--- src/logic/sspo_pkg.sv ---
package sspo_pkg;
   // apb byte addresses
   localparam logic [7:0] ADDR_SEL      = 8'h00;
   localparam logic [7:0] ADDR_SPD_LVL  = 8'h04;
   localparam logic [7:0] ADDR_DIV_NUM  = 8'h08;
   localparam logic [7:0] ADDR_DIV_DEN  = 8'h0c;
   localparam logic [7:0] ADDR_REVERSE  = 8'h10;
   localparam logic [7:0] ADDR_IDX_INT  = 8'h14;
   localparam logic [7:0] ADDR_ENC_RES  = 8'h18;
   localparam logic [7:0] ADDR_STATE    = 8'h1c;
   localparam logic [7:0] ADDR_INT_STAT = 8'h20;
   localparam logic [7:0] ADDR_INT_MASK = 8'h24;
   // selector field positions and reset values
   localparam int         SEL_TRQ_LSB   = 0;
   localparam int         SEL_SPD_LSB   = 8;
   localparam logic [3:0] SEL_TRQ_RST   = 4'h0;
   localparam logic [3:0] SEL_SPD_RST   = 4'h1;
   localparam logic [15:0] SPD_LVL_RST  = 16'h0032;
   localparam logic [15:0] DIV_NUM_RST  = 16'h0001;
   localparam logic [15:0] DIV_DEN_RST  = 16'h0001;
   localparam logic [15:0] IDX_INT_RST  = 16'h0001;
   localparam logic [15:0] ENC_RES_RST  = 16'h2710;
   // reverse register bits
   localparam int         REV_B_INV     = 0;
   localparam int         REV_SRC_SCALE = 1;
   // selector codes
   localparam logic [3:0] SEL_TRQ_CLIP  = 4'h0;
   localparam logic [3:0] SEL_ZERO_SPD  = 4'h1;
   localparam logic [3:0] SEL_ANY_WARN  = 4'h2;
   localparam logic [3:0] SEL_REGEN     = 4'h3;
   localparam logic [3:0] SEL_OVERLOAD  = 4'h4;
   localparam logic [3:0] SEL_BATTERY   = 4'h5;
   localparam logic [3:0] SEL_FAN       = 4'h6;
   localparam logic [3:0] SEL_SCALE     = 4'h7;
   localparam logic [3:0] SEL_IN_SPEED  = 4'h8;
   // warning thresholds
   localparam logic [7:0]  REGEN_PCT    = 8'h23;
   localparam logic [7:0]  LOAD_PCT     = 8'h55;
   localparam logic [15:0] BATT_MV      = 16'h0c80;
   localparam logic [7:0]  SCALE_DEG    = 8'h41;
   // timing
   localparam longint CLK_HZ       = 100_000_000;
   localparam longint QUAD_MAX_HZ  = 4_000_000;
   localparam int     QUAD_GAP_CYC = int'((CLK_HZ + QUAD_MAX_HZ - 1) / QUAD_MAX_HZ);
   localparam longint FAN_STALL_MS = 1000;
   localparam longint FAN_STALL_CYC = FAN_STALL_MS * (CLK_HZ / 1000);
   localparam int     INT_W        = 5;
   typedef enum logic [2:0] {
      Z_IDLE = 3'b001,
      Z_WAIT = 3'b010,
      Z_HIGH = 3'b100
   } sspo_zst_t;
endpackage : sspo_pkg

--- src/logic/sspo_pulse_div.sv ---
module sspo_pulse_div (
   input  wire logic        clk_in,
   input  wire logic        rst_in,
   input  wire logic        step_in,
   input  wire logic        dir_in,
   input  wire logic [15:0] num_in,
   input  wire logic [15:0] den_in,
   output logic             step_out,
   output logic             dir_out,
   output logic             ovr_out
);
   logic [16:0] acc_r;
   logic signed [7:0] pend_r;
   logic [7:0]  gap_r;
   logic [16:0] acc_sum;
   logic        hit;
   logic        emit;
   logic signed [7:0] pend_in;
   logic signed [7:0] pend_nxt;
   logic        sat;

   // ratio above one gives at most one count per input step
   assign acc_sum  = acc_r + {1'b0, num_in};
   assign hit      = step_in && (den_in != 16'h0000) && (acc_sum >= {1'b0, den_in});
   assign emit     = (pend_r != 8'sh00) && (gap_r == 8'h00);
   assign sat      = hit && (dir_in ? (pend_r == -8'sd128) : (pend_r == 8'sd127));
   assign pend_in  = (hit && !sat) ? (dir_in ? -8'sd1 : 8'sd1) : 8'sh00;
   assign pend_nxt = pend_r + pend_in - (emit ? ((pend_r < 0) ? -8'sd1 : 8'sd1) : 8'sh00);

   always_ff @(posedge clk_in) begin
      if (rst_in) begin
         acc_r    <= 17'h00000;
         pend_r   <= 8'sh00;
         gap_r    <= 8'h00;
         step_out <= 1'b0;
         dir_out  <= 1'b0;
         ovr_out  <= 1'b0;
      end else begin
         if (step_in) begin
            acc_r <= hit ? acc_sum - {1'b0, den_in} : acc_sum;
         end
         pend_r   <= pend_nxt;
         // spacing keeps quadrature edges at or under the rate ceiling
         gap_r    <= emit ? 8'(sspo_pkg::QUAD_GAP_CYC - 1) :
                     (gap_r != 8'h00) ? gap_r - 8'h01 : 8'h00;
         step_out <= emit;
         dir_out  <= emit ? (pend_r < 0) : dir_out;
         ovr_out  <= sat;
      end
   end
endmodule : sspo_pulse_div

--- src/logic/sspo_top.sv ---
// Overview of operation
// - sel 0: servo on and torque clipped
// - sel 1: speed below detect level
// - two pins, own selectors, defaults 0/1
// - sel 2: OR of five warnings
// - sel 3: regeneration above 35 percent
// - sel 4: load above 85 percent
// - sel 5: battery under 3.2 volts
// - sel 6: fan stalled over one second
// - sel 7: scale hot/weak, full-closed only
// - sel 8: in-speed, velocity/torque only
// - differential A/B/Z from divided source
// - rate scaled by numerator over denominator, ratios up to one
// - reverse picks B logic and source
// - quadrature edges at most 4 Mpps
// - encoder Z aligned when multiple of four
// - scale Z suppressed until zero crossed
// - scale Z every N A-pulses, aligned
module sspo_top #(
   parameter longint FAN_STALL_CYC = sspo_pkg::FAN_STALL_CYC
) (
   input  wire logic        CLK_IN,
   input  wire logic        SYS_RST_IN,
   input  wire logic        PSEL_IN,
   input  wire logic        PENABLE_IN,
   input  wire logic        PWRITE_IN,
   input  wire logic [7:0]  PADDR_IN,
   input  wire logic [31:0] PWDATA_IN,
   output logic [31:0]      PRDATA_OUT,
   output logic             PREADY_OUT,
   output logic             PSLVERR_OUT,
   input  wire logic        SERVO_ON_IN,
   input  wire logic        TORQUE_CLIP_IN,
   input  wire logic [15:0] MOTOR_SPEED_IN,
   input  wire logic [15:0] SPEED_CMD_IN,
   input  wire logic [7:0]  REGEN_PCT_IN,
   input  wire logic [7:0]  LOAD_PCT_IN,
   input  wire logic [15:0] BATT_MV_IN,
   input  wire logic        FAN_STALL_IN,
   input  wire logic [7:0]  SCALE_TEMP_IN,
   input  wire logic        SCALE_WEAK_IN,
   input  wire logic        FULL_CLOSED_IN,
   input  wire logic        VEL_TRQ_MODE_IN,
   input  wire logic        ENC_STEP_IN,
   input  wire logic        ENC_DIR_IN,
   input  wire logic        ENC_INDEX_IN,
   input  wire logic        SCALE_STEP_IN,
   input  wire logic        SCALE_DIR_IN,
   input  wire logic        SCALE_ZERO_IN,
   output logic             TORQUE_CLIP_OUT,
   output logic             LOW_SPEED_OUT,
   output logic             PHASE_A_OUT,
   output logic             PHASE_A_N_OUT,
   output logic             PHASE_B_OUT,
   output logic             PHASE_B_N_OUT,
   output logic             PHASE_Z_OUT,
   output logic             PHASE_Z_N_OUT,
   output logic             INDEX_OPEN_COLLECTOR_OUT,
   output logic             IRQ_OUT
);
   localparam int W = sspo_pkg::INT_W;

   function automatic logic [15:0] abs16(input logic [15:0] v);
      abs16 = v[15] ? 16'(-v) : v;
   endfunction : abs16

   function automatic logic pick(input logic [3:0] sel, input logic [8:0] c);
      pick = (sel <= sspo_pkg::SEL_IN_SPEED) ? c[sel] : 1'b0;
   endfunction : pick

   // registers
   logic [3:0]  torque_flag_selector_r;
   logic [3:0]  speed_flag_selector_r;
   logic [15:0] speed_detect_level_r;
   logic [15:0] pulse_div_numerator_r;
   logic [15:0] pulse_div_denominator_r;
   logic [1:0]  pulse_logic_reverse_r;
   logic [15:0] scale_index_interval_r;
   logic [15:0] enc_res_r;
   logic [W-1:0] int_stat_r;
   logic [W-1:0] int_mask_r;
   logic [31:0] fan_cnt_r;
   logic        fan_warn_r;
   logic        warn_r;
   logic [1:0]  quad_r;
   logic        scale_armed_r;
   logic [15:0] a_cnt_r;
   sspo_pkg::sspo_zst_t zst_r;
   sspo_pkg::sspo_zst_t zst_nxt;

   // apb decode
   wire         acc_ph   = PSEL_IN && PENABLE_IN && PREADY_OUT;
   wire         wr_en    = acc_ph && PWRITE_IN;
   wire         hit_sel  = PADDR_IN == sspo_pkg::ADDR_SEL;
   wire         hit_lvl  = PADDR_IN == sspo_pkg::ADDR_SPD_LVL;
   wire         hit_num  = PADDR_IN == sspo_pkg::ADDR_DIV_NUM;
   wire         hit_den  = PADDR_IN == sspo_pkg::ADDR_DIV_DEN;
   wire         hit_rev  = PADDR_IN == sspo_pkg::ADDR_REVERSE;
   wire         hit_idx  = PADDR_IN == sspo_pkg::ADDR_IDX_INT;
   wire         hit_res  = PADDR_IN == sspo_pkg::ADDR_ENC_RES;
   wire         hit_st   = PADDR_IN == sspo_pkg::ADDR_STATE;
   wire         hit_is   = PADDR_IN == sspo_pkg::ADDR_INT_STAT;
   wire         hit_im   = PADDR_IN == sspo_pkg::ADDR_INT_MASK;
   wire         mapped   = hit_sel | hit_lvl | hit_num | hit_den | hit_rev | hit_idx |
                           hit_res | hit_st | hit_is | hit_im;
   wire [31:0]  state_word = {24'h000000, scale_armed_r, PHASE_Z_OUT, PHASE_B_OUT,
                              PHASE_A_OUT, warn_r, LOW_SPEED_OUT, TORQUE_CLIP_OUT, 1'b0};
   wire [31:0]  rd_data  =
      hit_sel ? {20'h00000, speed_flag_selector_r, 4'h0, torque_flag_selector_r} :
      hit_lvl ? {16'h0000, speed_detect_level_r} :
      hit_num ? {16'h0000, pulse_div_numerator_r} :
      hit_den ? {16'h0000, pulse_div_denominator_r} :
      hit_rev ? {30'h00000000, pulse_logic_reverse_r} :
      hit_idx ? {16'h0000, scale_index_interval_r} :
      hit_res ? {16'h0000, enc_res_r} :
      hit_st  ? state_word :
      hit_is  ? {27'h0000000, int_stat_r} :
      hit_im  ? {27'h0000000, int_mask_r} : 32'h00000000;

   // drive conditions
   wire [15:0]  spd_abs   = abs16(MOTOR_SPEED_IN);
   wire [15:0]  spd_err   = abs16(16'(MOTOR_SPEED_IN - SPEED_CMD_IN));
   wire         c_clip    = SERVO_ON_IN && TORQUE_CLIP_IN;
   wire         c_zero    = spd_abs < speed_detect_level_r;
   wire         c_regen   = REGEN_PCT_IN > sspo_pkg::REGEN_PCT;
   wire         c_load    = LOAD_PCT_IN > sspo_pkg::LOAD_PCT;
   wire         c_batt    = BATT_MV_IN < sspo_pkg::BATT_MV;
   wire         c_scale   = FULL_CLOSED_IN &&
                            (SCALE_TEMP_IN > sspo_pkg::SCALE_DEG || SCALE_WEAK_IN);
   wire         c_inspd   = VEL_TRQ_MODE_IN && (spd_err <= speed_detect_level_r);
   wire         c_any     = c_regen | c_load | c_batt | fan_warn_r | c_scale;
   wire [8:0]   conds     = {c_inspd, c_scale, fan_warn_r, c_batt, c_load, c_regen,
                             c_any, c_zero, c_clip};
   wire         trq_nxt   = pick(torque_flag_selector_r, conds);
   wire         spd_nxt   = pick(speed_flag_selector_r, conds);

   // pulse source and division
   wire         src_scale = pulse_logic_reverse_r[sspo_pkg::REV_SRC_SCALE];
   wire         src_step  = src_scale ? SCALE_STEP_IN : ENC_STEP_IN;
   wire         src_dir   = src_scale ? SCALE_DIR_IN : ENC_DIR_IN;
   wire         q_step;
   wire         q_dir;
   wire         q_ovr;

   sspo_pulse_div u_div (
      .clk_in   (CLK_IN),
      .rst_in   (SYS_RST_IN),
      .step_in  (src_step),
      .dir_in   (src_dir),
      .num_in   (pulse_div_numerator_r),
      .den_in   (pulse_div_denominator_r),
      .step_out (q_step),
      .dir_out  (q_dir),
      .ovr_out  (q_ovr)
   );

   wire [1:0]   quad_nxt  = q_step ? (q_dir ? quad_r - 2'h1 : quad_r + 2'h1) : quad_r;
   wire         a_nxt     = quad_nxt[1];
   wire         b_nxt     = (quad_nxt[1] ^ quad_nxt[0]) ^
                            pulse_logic_reverse_r[sspo_pkg::REV_B_INV];
   wire         a_rise    = a_nxt && !PHASE_A_OUT;
   wire         a_fall    = !a_nxt && PHASE_A_OUT;
   // alignment needs resolution*num/den divisible by four
   wire [31:0]  res_prod  = enc_res_r * pulse_div_numerator_r;
   wire [17:0]  den4      = {pulse_div_denominator_r, 2'b00};
   wire         z_align   = (den4 != 18'h00000) && ((res_prod % 32'(den4)) == 32'h0);
   wire [15:0]  idx_last  = (scale_index_interval_r == 16'h0000) ? 16'h0000 :
                            scale_index_interval_r - 16'h0001;
   wire         idx_due   = a_cnt_r >= idx_last;

   always_comb begin
      zst_nxt = zst_r;
      unique case (zst_r)
         sspo_pkg::Z_IDLE: begin
            if (src_scale) begin
               if (scale_armed_r && a_rise && idx_due) begin
                  zst_nxt = sspo_pkg::Z_HIGH;
               end
            end else if (ENC_INDEX_IN) begin
               zst_nxt = z_align ? sspo_pkg::Z_WAIT : sspo_pkg::Z_HIGH;
            end
         end
         sspo_pkg::Z_WAIT: begin
            if (src_scale) begin
               zst_nxt = sspo_pkg::Z_IDLE;
            end else if (a_rise) begin
               zst_nxt = sspo_pkg::Z_HIGH;
            end
         end
         sspo_pkg::Z_HIGH: begin
            // unaligned index lasts one source step
            if (!src_scale && !z_align ? ENC_STEP_IN : a_fall) begin
               zst_nxt = sspo_pkg::Z_IDLE;
            end
         end
         default: zst_nxt = sspo_pkg::Z_IDLE;
      endcase
   end

   wire [W-1:0] events    = {q_ovr, SCALE_ZERO_IN, c_any && !warn_r,
                             spd_nxt && !LOW_SPEED_OUT, trq_nxt && !TORQUE_CLIP_OUT};
   wire [W-1:0] w1c       = (wr_en && hit_is) ? PWDATA_IN[W-1:0] : '0;

   // apb slave: one access cycle, error on unmapped address
   always_ff @(posedge CLK_IN) begin
      if (SYS_RST_IN) begin
         PREADY_OUT  <= 1'b0;
         PRDATA_OUT  <= 32'h00000000;
         PSLVERR_OUT <= 1'b0;
      end else begin
         PREADY_OUT  <= PSEL_IN && !PENABLE_IN;
         PRDATA_OUT  <= (PSEL_IN && !PENABLE_IN && !PWRITE_IN) ? rd_data : PRDATA_OUT;
         PSLVERR_OUT <= PSEL_IN && !PENABLE_IN && !mapped;
      end
   end

   always_ff @(posedge CLK_IN) begin
      if (SYS_RST_IN) begin
         torque_flag_selector_r  <= sspo_pkg::SEL_TRQ_RST;
         speed_flag_selector_r   <= sspo_pkg::SEL_SPD_RST;
         speed_detect_level_r    <= sspo_pkg::SPD_LVL_RST;
         pulse_div_numerator_r   <= sspo_pkg::DIV_NUM_RST;
         pulse_div_denominator_r <= sspo_pkg::DIV_DEN_RST;
         pulse_logic_reverse_r   <= 2'b00;
         scale_index_interval_r  <= sspo_pkg::IDX_INT_RST;
         enc_res_r               <= sspo_pkg::ENC_RES_RST;
         int_mask_r              <= '0;
      end else if (wr_en) begin
         if (hit_sel) begin
            torque_flag_selector_r <= PWDATA_IN[sspo_pkg::SEL_TRQ_LSB +: 4];
            speed_flag_selector_r  <= PWDATA_IN[sspo_pkg::SEL_SPD_LSB +: 4];
         end
         if (hit_lvl) speed_detect_level_r    <= PWDATA_IN[15:0];
         if (hit_num) pulse_div_numerator_r   <= PWDATA_IN[15:0];
         if (hit_den) pulse_div_denominator_r <= PWDATA_IN[15:0];
         if (hit_rev) pulse_logic_reverse_r   <= PWDATA_IN[1:0];
         if (hit_idx) scale_index_interval_r  <= PWDATA_IN[15:0];
         if (hit_res) enc_res_r               <= PWDATA_IN[15:0];
         if (hit_im)  int_mask_r              <= PWDATA_IN[W-1:0];
      end
   end

   // status outputs and interrupt
   always_ff @(posedge CLK_IN) begin
      if (SYS_RST_IN) begin
         TORQUE_CLIP_OUT <= 1'b0;
         LOW_SPEED_OUT   <= 1'b0;
         warn_r          <= 1'b0;
         fan_cnt_r       <= 32'h00000000;
         fan_warn_r      <= 1'b0;
         int_stat_r      <= '0;
         IRQ_OUT         <= 1'b0;
      end else begin
         TORQUE_CLIP_OUT <= trq_nxt;
         LOW_SPEED_OUT   <= spd_nxt;
         warn_r          <= c_any;
         fan_cnt_r       <= !FAN_STALL_IN ? 32'h00000000 :
                            (fan_cnt_r < 32'(FAN_STALL_CYC)) ? fan_cnt_r + 32'h1 : fan_cnt_r;
         fan_warn_r      <= FAN_STALL_IN && (fan_cnt_r >= 32'(FAN_STALL_CYC));
         // set wins over a same-cycle clear
         int_stat_r      <= (int_stat_r & ~w1c) | events;
         IRQ_OUT         <= |(((int_stat_r & ~w1c) | events) & int_mask_r);
      end
   end

   // pulse outputs
   always_ff @(posedge CLK_IN) begin
      if (SYS_RST_IN) begin
         quad_r                   <= 2'b00;
         PHASE_A_OUT              <= 1'b0;
         PHASE_A_N_OUT            <= 1'b1;
         PHASE_B_OUT              <= 1'b0;
         PHASE_B_N_OUT            <= 1'b1;
         PHASE_Z_OUT              <= 1'b0;
         PHASE_Z_N_OUT            <= 1'b1;
         INDEX_OPEN_COLLECTOR_OUT <= 1'b0;
         scale_armed_r            <= 1'b0;
         a_cnt_r                  <= 16'h0000;
         zst_r                    <= sspo_pkg::Z_IDLE;
      end else begin
         quad_r                   <= quad_nxt;
         PHASE_A_OUT              <= a_nxt;
         PHASE_A_N_OUT            <= !a_nxt;
         PHASE_B_OUT              <= b_nxt;
         PHASE_B_N_OUT            <= !b_nxt;
         PHASE_Z_OUT              <= zst_nxt == sspo_pkg::Z_HIGH;
         PHASE_Z_N_OUT            <= zst_nxt != sspo_pkg::Z_HIGH;
         INDEX_OPEN_COLLECTOR_OUT <= zst_nxt == sspo_pkg::Z_HIGH;
         // arming survives source changes; only reset clears it
         scale_armed_r            <= scale_armed_r || SCALE_ZERO_IN;
         if (!scale_armed_r || !src_scale) begin
            a_cnt_r <= 16'h0000;
         end else if (a_rise) begin
            a_cnt_r <= idx_due ? 16'h0000 : a_cnt_r + 16'h0001;
         end
         zst_r                    <= zst_nxt;
      end
   end
endmodule : sspo_top

--- config.mk ---
export PLATFORM = sky130hd
export DESIGN_NAME = sspo_top
export DESIGN_NICKNAME = d
export VERILOG_FILES = /design/src/logic/sspo_pkg.sv /design/src/logic/sspo_pulse_div.sv /design/src/logic/sspo_top.sv
export SDC_FILE = /design/constraint.sdc
export NUM_CORES = 2
export LEC_CHECK = 0
export BUFFER_PORTS_ARGS = -buffer_cell sky130_fd_sc_hd__buf_2
export CAP_MARGIN = 30
export CORE_ASPECT_RATIO = 2
export CORE_MARGIN = 8
export CORE_UTILIZATION = 32
export CTS_CLUSTER_DIAMETER = 120
export DETAILED_ROUTE_END_ITERATION = 6
export MAX_ROUTING_LAYER = met4
export PLACE_DENSITY_LB_ADDON = 0.08
export REMOVE_ABC_BUFFERS = 1
export SYNTH_ARGS = -nofsm -noshare
export SYNTH_HDL_FRONTEND = slang
export SYNTH_SLANG_ARGS = --single-unit
--- constraint.sdc ---
create_clock -name CLK_IN -period 159.5 [get_ports CLK_IN]
set_clock_uncertainty 0.05 [all_clocks]
set_input_delay 31.9 -clock CLK_IN [delete_from_list [all_inputs] [get_ports CLK_IN]]
set_output_delay 31.9 -clock CLK_IN [all_outputs]
set_load 0.01 [all_outputs]
======== Word level (Yosys, flattened, before mapping) ========
Cells that the tools add are included.
W data, S select, Z words.
cells by class
  equal/unequal tests ..................... 16
  order comparisons ....................... 15
  reductions and logical operators ........ 61
  divide/modulo/power cells ............... 1
  bitwise gates (word level) .............. 21
  mux-type cells .......................... 42
  $add $sub $neg .......................... 13
  $mul .................................... 1
operators by type and width
  kind                     count
  $mux W16                 11
  $mux W8                  5
  $add A32 B1 Y32 const B  1
  $eq A8 B5 Y1 const B     4
  $ge A32 B27 Y1 const B   1
  $logic_not A32 Y1        1
  $lt A32 B27 Y1 const B   1
  $mod A32 B18 Y32         1
  $mul A16 B16 Y32         1
  $neg A16 Y16             2
  $logic_and A1 B1 Y1      25
  $mux W5                  5
  $mux W3                  7
  $reduce_bool A18 Y1      1
  $add A17 B16 Y17         1
  $ge A17 B16 Y1           1
  $mux W17                 1
  $sub A17 B16 Y17         1
  $add A16 B1 Y16 const B  1
  $eq A8 B4 Y1 const B     2
  $eq A8 B6 Y1 const B     2
  $eq A8 B8 Y1 const B     2
  $ge A16 B16 Y1           1
  $gt A8 B7 Y1 const B     2
  other kinds (39)         90
word-level totals
  logic and storage cells ................. 206
  input bits .............................. 129
  bits in registers ....................... 235
  output and inout port bits .............. 44

======== Logic depth before layout (Yosys ltp) ========
  depth in word-level cells ............... 12
  mapped depth ............................ 457
  depth with buffers taken out ............ 428

======== Cells and area by module ========
From an unflattened synthesis, not the netlist that was laid out.
unflattened totals
  cells, all modules ...................... 5807
  area, all modules ....................... 43315.3 sq um
modules (own cells, without submodules)
  module          cells each  area an instance (sq um)  seq. area each (sq um)  instances
  sspo_top        5364        39735.6                   3643.5                  1
  sspo_pulse_div  443         3579.7                    720.7                   1

======== Least setup slack after synthesis ========
Ideal clock, no wire load.
  path type ............................... reg2reg
  start ................................... reg pulse_div_numerator_r[9]
  end ..................................... reg INDEX_OPEN_COLLECTOR_OUT
  clock period less this slack ............ 89.359 ns
  path buffers ............................ 44
  setup slack ............................. 70.141 ns
  data required time ...................... 159.335 ns
  stages on the path, launching flop included .. 443
  library setup time ...................... 0.115 ns
  arrival time ............................ 89.194 ns
  cell sequence ........................... dfxtp_1 clkbuf_1 clkbuf_1 nand2_1 fa_1 inv_1 fa_1 inv_1 fa_1 inv_1 fa_1 fa_1 inv_1 fa_1 inv_1 ha_1 nand4_1 o21bai_1 [... 407 more ...] a21o_1 a21oi_1 nor2b_1 o21ai_0 nand2b_1 a21o_1 a21o_1 a21o_1 a21oi_1 nor2b_1 a221oi_1 inv_1 nor4_4 nand3_2 a2111o_1 o31a_1 o211a_1 o21ba_1
on the way
  cells in the longest elaborated chain, start to end .. 10
  elaborated cells on any way between the ends .. 13
  classes of those cells .................. 1 x mul; 1 x div; 1 x eq/ne; 6 x mux; 4 x reduce/logical
RTL lines
  item                    RTL line         source
  from (decl)             sspo_top.sv:75   logic [15:0] pulse_div_numerator_r;
  from (signal assigned)  sspo_top.sv:222  pulse_div_numerator_r <= sspo_pkg::DIV_NUM_RST;
  from (signal assigned)  sspo_top.sv:234  if (hit_num) pulse_div_numerator_r <= PWDATA_IN[15:0];
  $mul A16 B16 Y32 *      sspo_top.sv:164  wire [31:0] res_prod = enc_res_r * pulse_div_numerator_r;
  $mod A32 B18 Y32 *      sspo_top.sv:166  wire z_align = (den4 != 18'h00000) && ((res_prod % 32'(den4)) == 32'h0);
  $logic_not A32 Y1 *     sspo_top.sv:166
  $logic_and A1 B1 Y1 *   sspo_top.sv:166
  $logic_not A1 Y1        sspo_top.sv:192  if (!src_scale && !z_align ? ENC_STEP_IN : a_fall) begin
  $logic_and A1 B1 Y1     sspo_top.sv:192
  $mux W1                 sspo_top.sv:192
  $mux W3                 sspo_top.sv:192
  $pmux W3 S3 *           sspo_top.sv:173  unique case (zst_r)
  $eq A3 B3 Y1 *          sspo_top.sv:288  INDEX_OPEN_COLLECTOR_OUT <= zst_nxt == sspo_pkg::Z_HIGH;
  to (signal assigned)    sspo_top.sv:288
  to (decl)               sspo_top.sv:58   output logic INDEX_OPEN_COLLECTOR_OUT,
Every way passes the cells marked *; elsewhere a longest branch is shown, timed or not.
A chain may end at the register's enable or synchronous reset.

======== Worst setup path in the final report ========
  start ................................... reg pulse_div_numerator_r[14]
  end ..................................... reg zst_r[2]
on the way
  cells in the longest elaborated chain, start to end .. 9
  elaborated cells on any way between the ends .. 12
  classes of those cells .................. 1 x mul; 1 x div; 6 x mux; 4 x reduce/logical
RTL lines
  item                   RTL line         source
  $mul A16 B16 Y32 *     sspo_top.sv:164
  $mod A32 B18 Y32 *     sspo_top.sv:166
  $logic_not A32 Y1 *    sspo_top.sv:166
  $logic_and A1 B1 Y1 *  sspo_top.sv:166
  $logic_not A1 Y1       sspo_top.sv:192
  $logic_and A1 B1 Y1    sspo_top.sv:192
  $mux W1                sspo_top.sv:192
  $mux W3                sspo_top.sv:192
  $pmux W3 S3 *          sspo_top.sv:173
  to (signal assigned)   sspo_top.sv:279  zst_r <= sspo_pkg::Z_IDLE;
  to (signal assigned)   sspo_top.sv:296  zst_r <= zst_nxt;
  to (decl)              sspo_top.sv:88   sspo_pkg::sspo_zst_t zst_r;
Marks and branches as above.

==> results by group <==
Yosys
  – Post-synth EDFFs: 0
  – Most common flop cell mapped by yosys: dfxtp_1
  – Mapped Cells: approximately 5700
  – Yosys reg bits: between 200 and 250
  – Post-synth ARST share: 0%
  – Avg Inst Size Synth: 7.57 µm²
  – Synth warn: 0
  – Cell area after synthesis: approximately 0.043 mm²
  – Distinct cells, synth: 133
  – Post-synthesis sequential area ratio: approximately a tenth

Floorplanning
  – Core Rows: around 190
  – Chip height: about 540 µm
  – Die Wd: roughly 280 µm
  – Die area: approximately 0.15 mm²
  – Initial core utilization: 32.1%
  – Core Region: approximately 0.14 mm²
  – Total I/O pin count: roughly 170

Min path
  – Worst hold path depth: 1
  – Hold/Removal Path Class: reg -> reg

Clock network
  – Post-CTS setup buffer count: 0
  – Worst-path clk slew: 0.08 ns
  – CTS Buffer Depth: 3
  – Clock Sinks: 218
  – Clk_lat worst skew: about 0.53 ns
  – Clock root buffer: clkbuf_16
  – H-tree depth: 1
  – Post-cts sizing count: 0
  – TritonCTS clock tree: done
  – Hold buffer count at CTS: 0
  – Clock buffer count from CTS: 19

Layout
  – Layout area overhead: 8.27%
  – Layout cells sized above 1: slightly below 9%
  – NumNets Final: 6698

Setup path
  – Worst Path Required: around 160 ns
  – Critical path arrival: 103.38 ns
  – Maximum fanout along the worst path: 36
  – Critical path's slowest cell: dfxtp_1
  – WS Path Type: reg -> reg
  – Delay-heaviest family, CP: compound AO/OA/AOI/OAI gates
  – Crit-path max cell delay: 1.00 ns
  – Buf/Inv on CP: 19
  – Levels on crit path: about 410
  – Most used cell, CP: o21a_1
  – Critical Path Source Type: flip-flop
  – Crit path capture type: flip-flop
  – R2R cell count: 406

Detailed routing
  – Drt pass-1 iters: 5
  – Vias per cell: 5.51
  – Final WL: about 160000 µm
  – DR WL/cell: between 20 and 25 µm
  – Routed Antenna Nets: 0
  – DRT iter0 DRCs: between 1500 and 2000
  – Routed vias: a little over 40000
  – Residual DRC: 0

STA
  – Final Max Tran Viols: 0
  – Worst-Margin Slew: about 1.0 ns
  – Setup TNS: 0 ns
  – Fmax: 9.71 MHz
  – RSZ-0062 raised after global routing: no
  – Slew Limit Headroom: between 30% and 40%
  – Final setup fails: 0
  – Final Hold Vio Count: 0
  – Fin crit period: ~100 ns
  – Post-route clock period utilization: between 60 and 70%

Placement
  – Gpl congestion: slightly below 0.9
  – DP Wirelength: roughly 140000 µm
  – PortBufs: around 130

Global route
  – GRT overflow: 0
  – Initial antenna violation count: 2
  – Largest net degree at the start of global routing: 60
  – First-pass GRT wire length: 248000 µm
  – Total GRT Usage: approximately 22%
  – Number of global-route vias before repair: around 43000

Flow run
  – MaxCap Viol Count: 0

Outcome
  – Status: finished, final reports clean
## layout make-up
type / instances / area [µm²]
antenna: 2 / 5.00
clock buffer: 26 / 562
clock inverter: 7 / 95.1
fill: 14400 / 88000
inverter: 404 / 1520
multi-input combinational: 4915 / 36700
sequential: 218 / 4360
tap: 1737 / 2170
timing repair buffer: 231 / 1540
## cell usage in the layout, fill, tap and decap left out, types with 14 or more instances in the layout
| cell type | synthesis | layout |
|---|---|---|
| ha_1 | 576 | 576 |
| and3_1 | 29 | 29 |
| clkbuf_16 | 0 | 19 |
| nand2b_1 | 70 | 70 |
| o21ai_0 | 195 | 195 |
| nand3b_1 | 17 | 17 |
| nor2_1 | 476 | 474 |
| nor2b_1 | 62 | 62 |
| o21a_1 | 173 | 173 |
| buf_2 | 14 | 129 |
| buf_4 | 20 | 93 |
| fa_1 | 204 | 204 |
| conb_1 | 1 | 16 |
| nor3_1 | 223 | 219 |
| xnor2_1 | 203 | 203 |
| or2_2 | 38 | 38 |
| o21bai_1 | 42 | 40 |
| dfxtp_1 | 218 | 218 |
| a22oi_1 | 22 | 22 |
| a211o_1 | 18 | 18 |
| o211ai_1 | 47 | 47 |
| a21o_1 | 107 | 107 |
| or4_1 | 19 | 19 |
| a31oi_1 | 41 | 41 |
| xor2_1 | 135 | 135 |
| mux2i_1 | 55 | 55 |
| nor4_1 | 35 | 34 |
| a211oi_1 | 52 | 52 |
| o31ai_1 | 92 | 92 |
| nand4_1 | 62 | 62 |
| nand3_1 | 100 | 100 |
| a21oi_1 | 396 | 396 |
| o211a_1 | 14 | 14 |
| o22ai_1 | 21 | 20 |
| inv_1 | 402 | 399 |
| nand2_1 | 731 | 731 |
| and2_1 | 151 | 151 |
| mux2_2 | 95 | 95 |
| or3_1 | 58 | 58 |
## final timing paths
kind / startpoint / to / slack, ns
min: u_div.gap_r[0] / u_div.gap_r[0] / 0.40
max reg2reg: pulse_div_numerator_r[14] / zst_r[2] / 56.49
max: pulse_div_numerator_r[14] / zst_r[2] / 56.49
min reg2reg: u_div.gap_r[0] / u_div.gap_r[0] / 0.40
## state kept, by name, summed over array words and instances, names as in the netlist, 8 cells and up
name and flops:
enc_res_r 16, u_div.pend_r 8, u_div.gap_r 8, PRDATA_OUT 16, speed_detect_level_r 16, scale_index_interval_r 16, fan_cnt_r 32, pulse_div_numerator_r 16
u_div.acc_r 17, a_cnt_r 16, pulse_div_denominator_r 16
## worst reg2reg max path: cells and delay by family, from the launching register on
family          cells  cell delay [ns]
mux                 5             1.71
buf+inv            19             3.81
flops               1             1.00
xor+xnor            1             0.07
compound gates    242            60.94
fa+ha+maj          37            12.84
simple gates      102            22.49
## through the flow
step	setup slack, ns	util, %	cell area, µm²	hold WS (ns)	instances
2_1_floorplan	69.58	-	42500	0.364	5537
3_3_place_gp	56.35	34.1	46100	0.378	7492
3_5_place_dp	56.30	34.3	46300	0.388	7505
4_1_cts	55.95	34.8	47000	0.404	7538
5_1_grt	48.78	34.8	47000	0.419	7540
6_report	56.49	34.8	47000	0.398	7540
## kinds of logic (layout without fill, tap and decap cells)
group,count (synthesis),after routing,synth area share [%]
buffers and inverters,616,668,5.58
AO/OA/AOI/OAI,1471,1471,23.4
XOR/XNOR,338,338,6.82
other,1,18,0.00864
adder cells (fa/ha/maj),781,781,26.0
AND/OR/NAND/NOR,2153,2153,24.1
flip-flops,218,218,10.1
multiplexers,156,156,3.98
## metal layers
layer / up-vias / GRT usage [%] / share of wire (%)
met5: - / - / 0
met1: 20000 / 18.2 / 33
met4: 0 / 10.2 / 5.5
met2: 727 / 47.1 / 60
met3: 327 / 1.17 / 1.9
li1: 20500 / - / -
## Yosys cell counts, types with 135 or more instances
cell type | n | share of area, %
nand2_1 | 731 | 6.3
inv_1 | 402 | 3.5
xor2_1 | 135 | 2.7
o21a_1 | 173 | 3.0
and2_1 | 151 | 2.2
dfxtp_1 | 218 | 10
a21oi_1 | 396 | 4.6
fa_1 | 204 | 9.4
clkbuf_1 | 158 | 1.4
xnor2_1 | 203 | 4.1
ha_1 | 576 | 17
o21ai_0 | 195 | 2.2
nor2_1 | 476 | 4.1
nor3_1 | 223 | 2.6
Power is left out: the tool's default activity adds up to more than one toggle a clock period on the data nets, which glitch-free logic cannot reach.
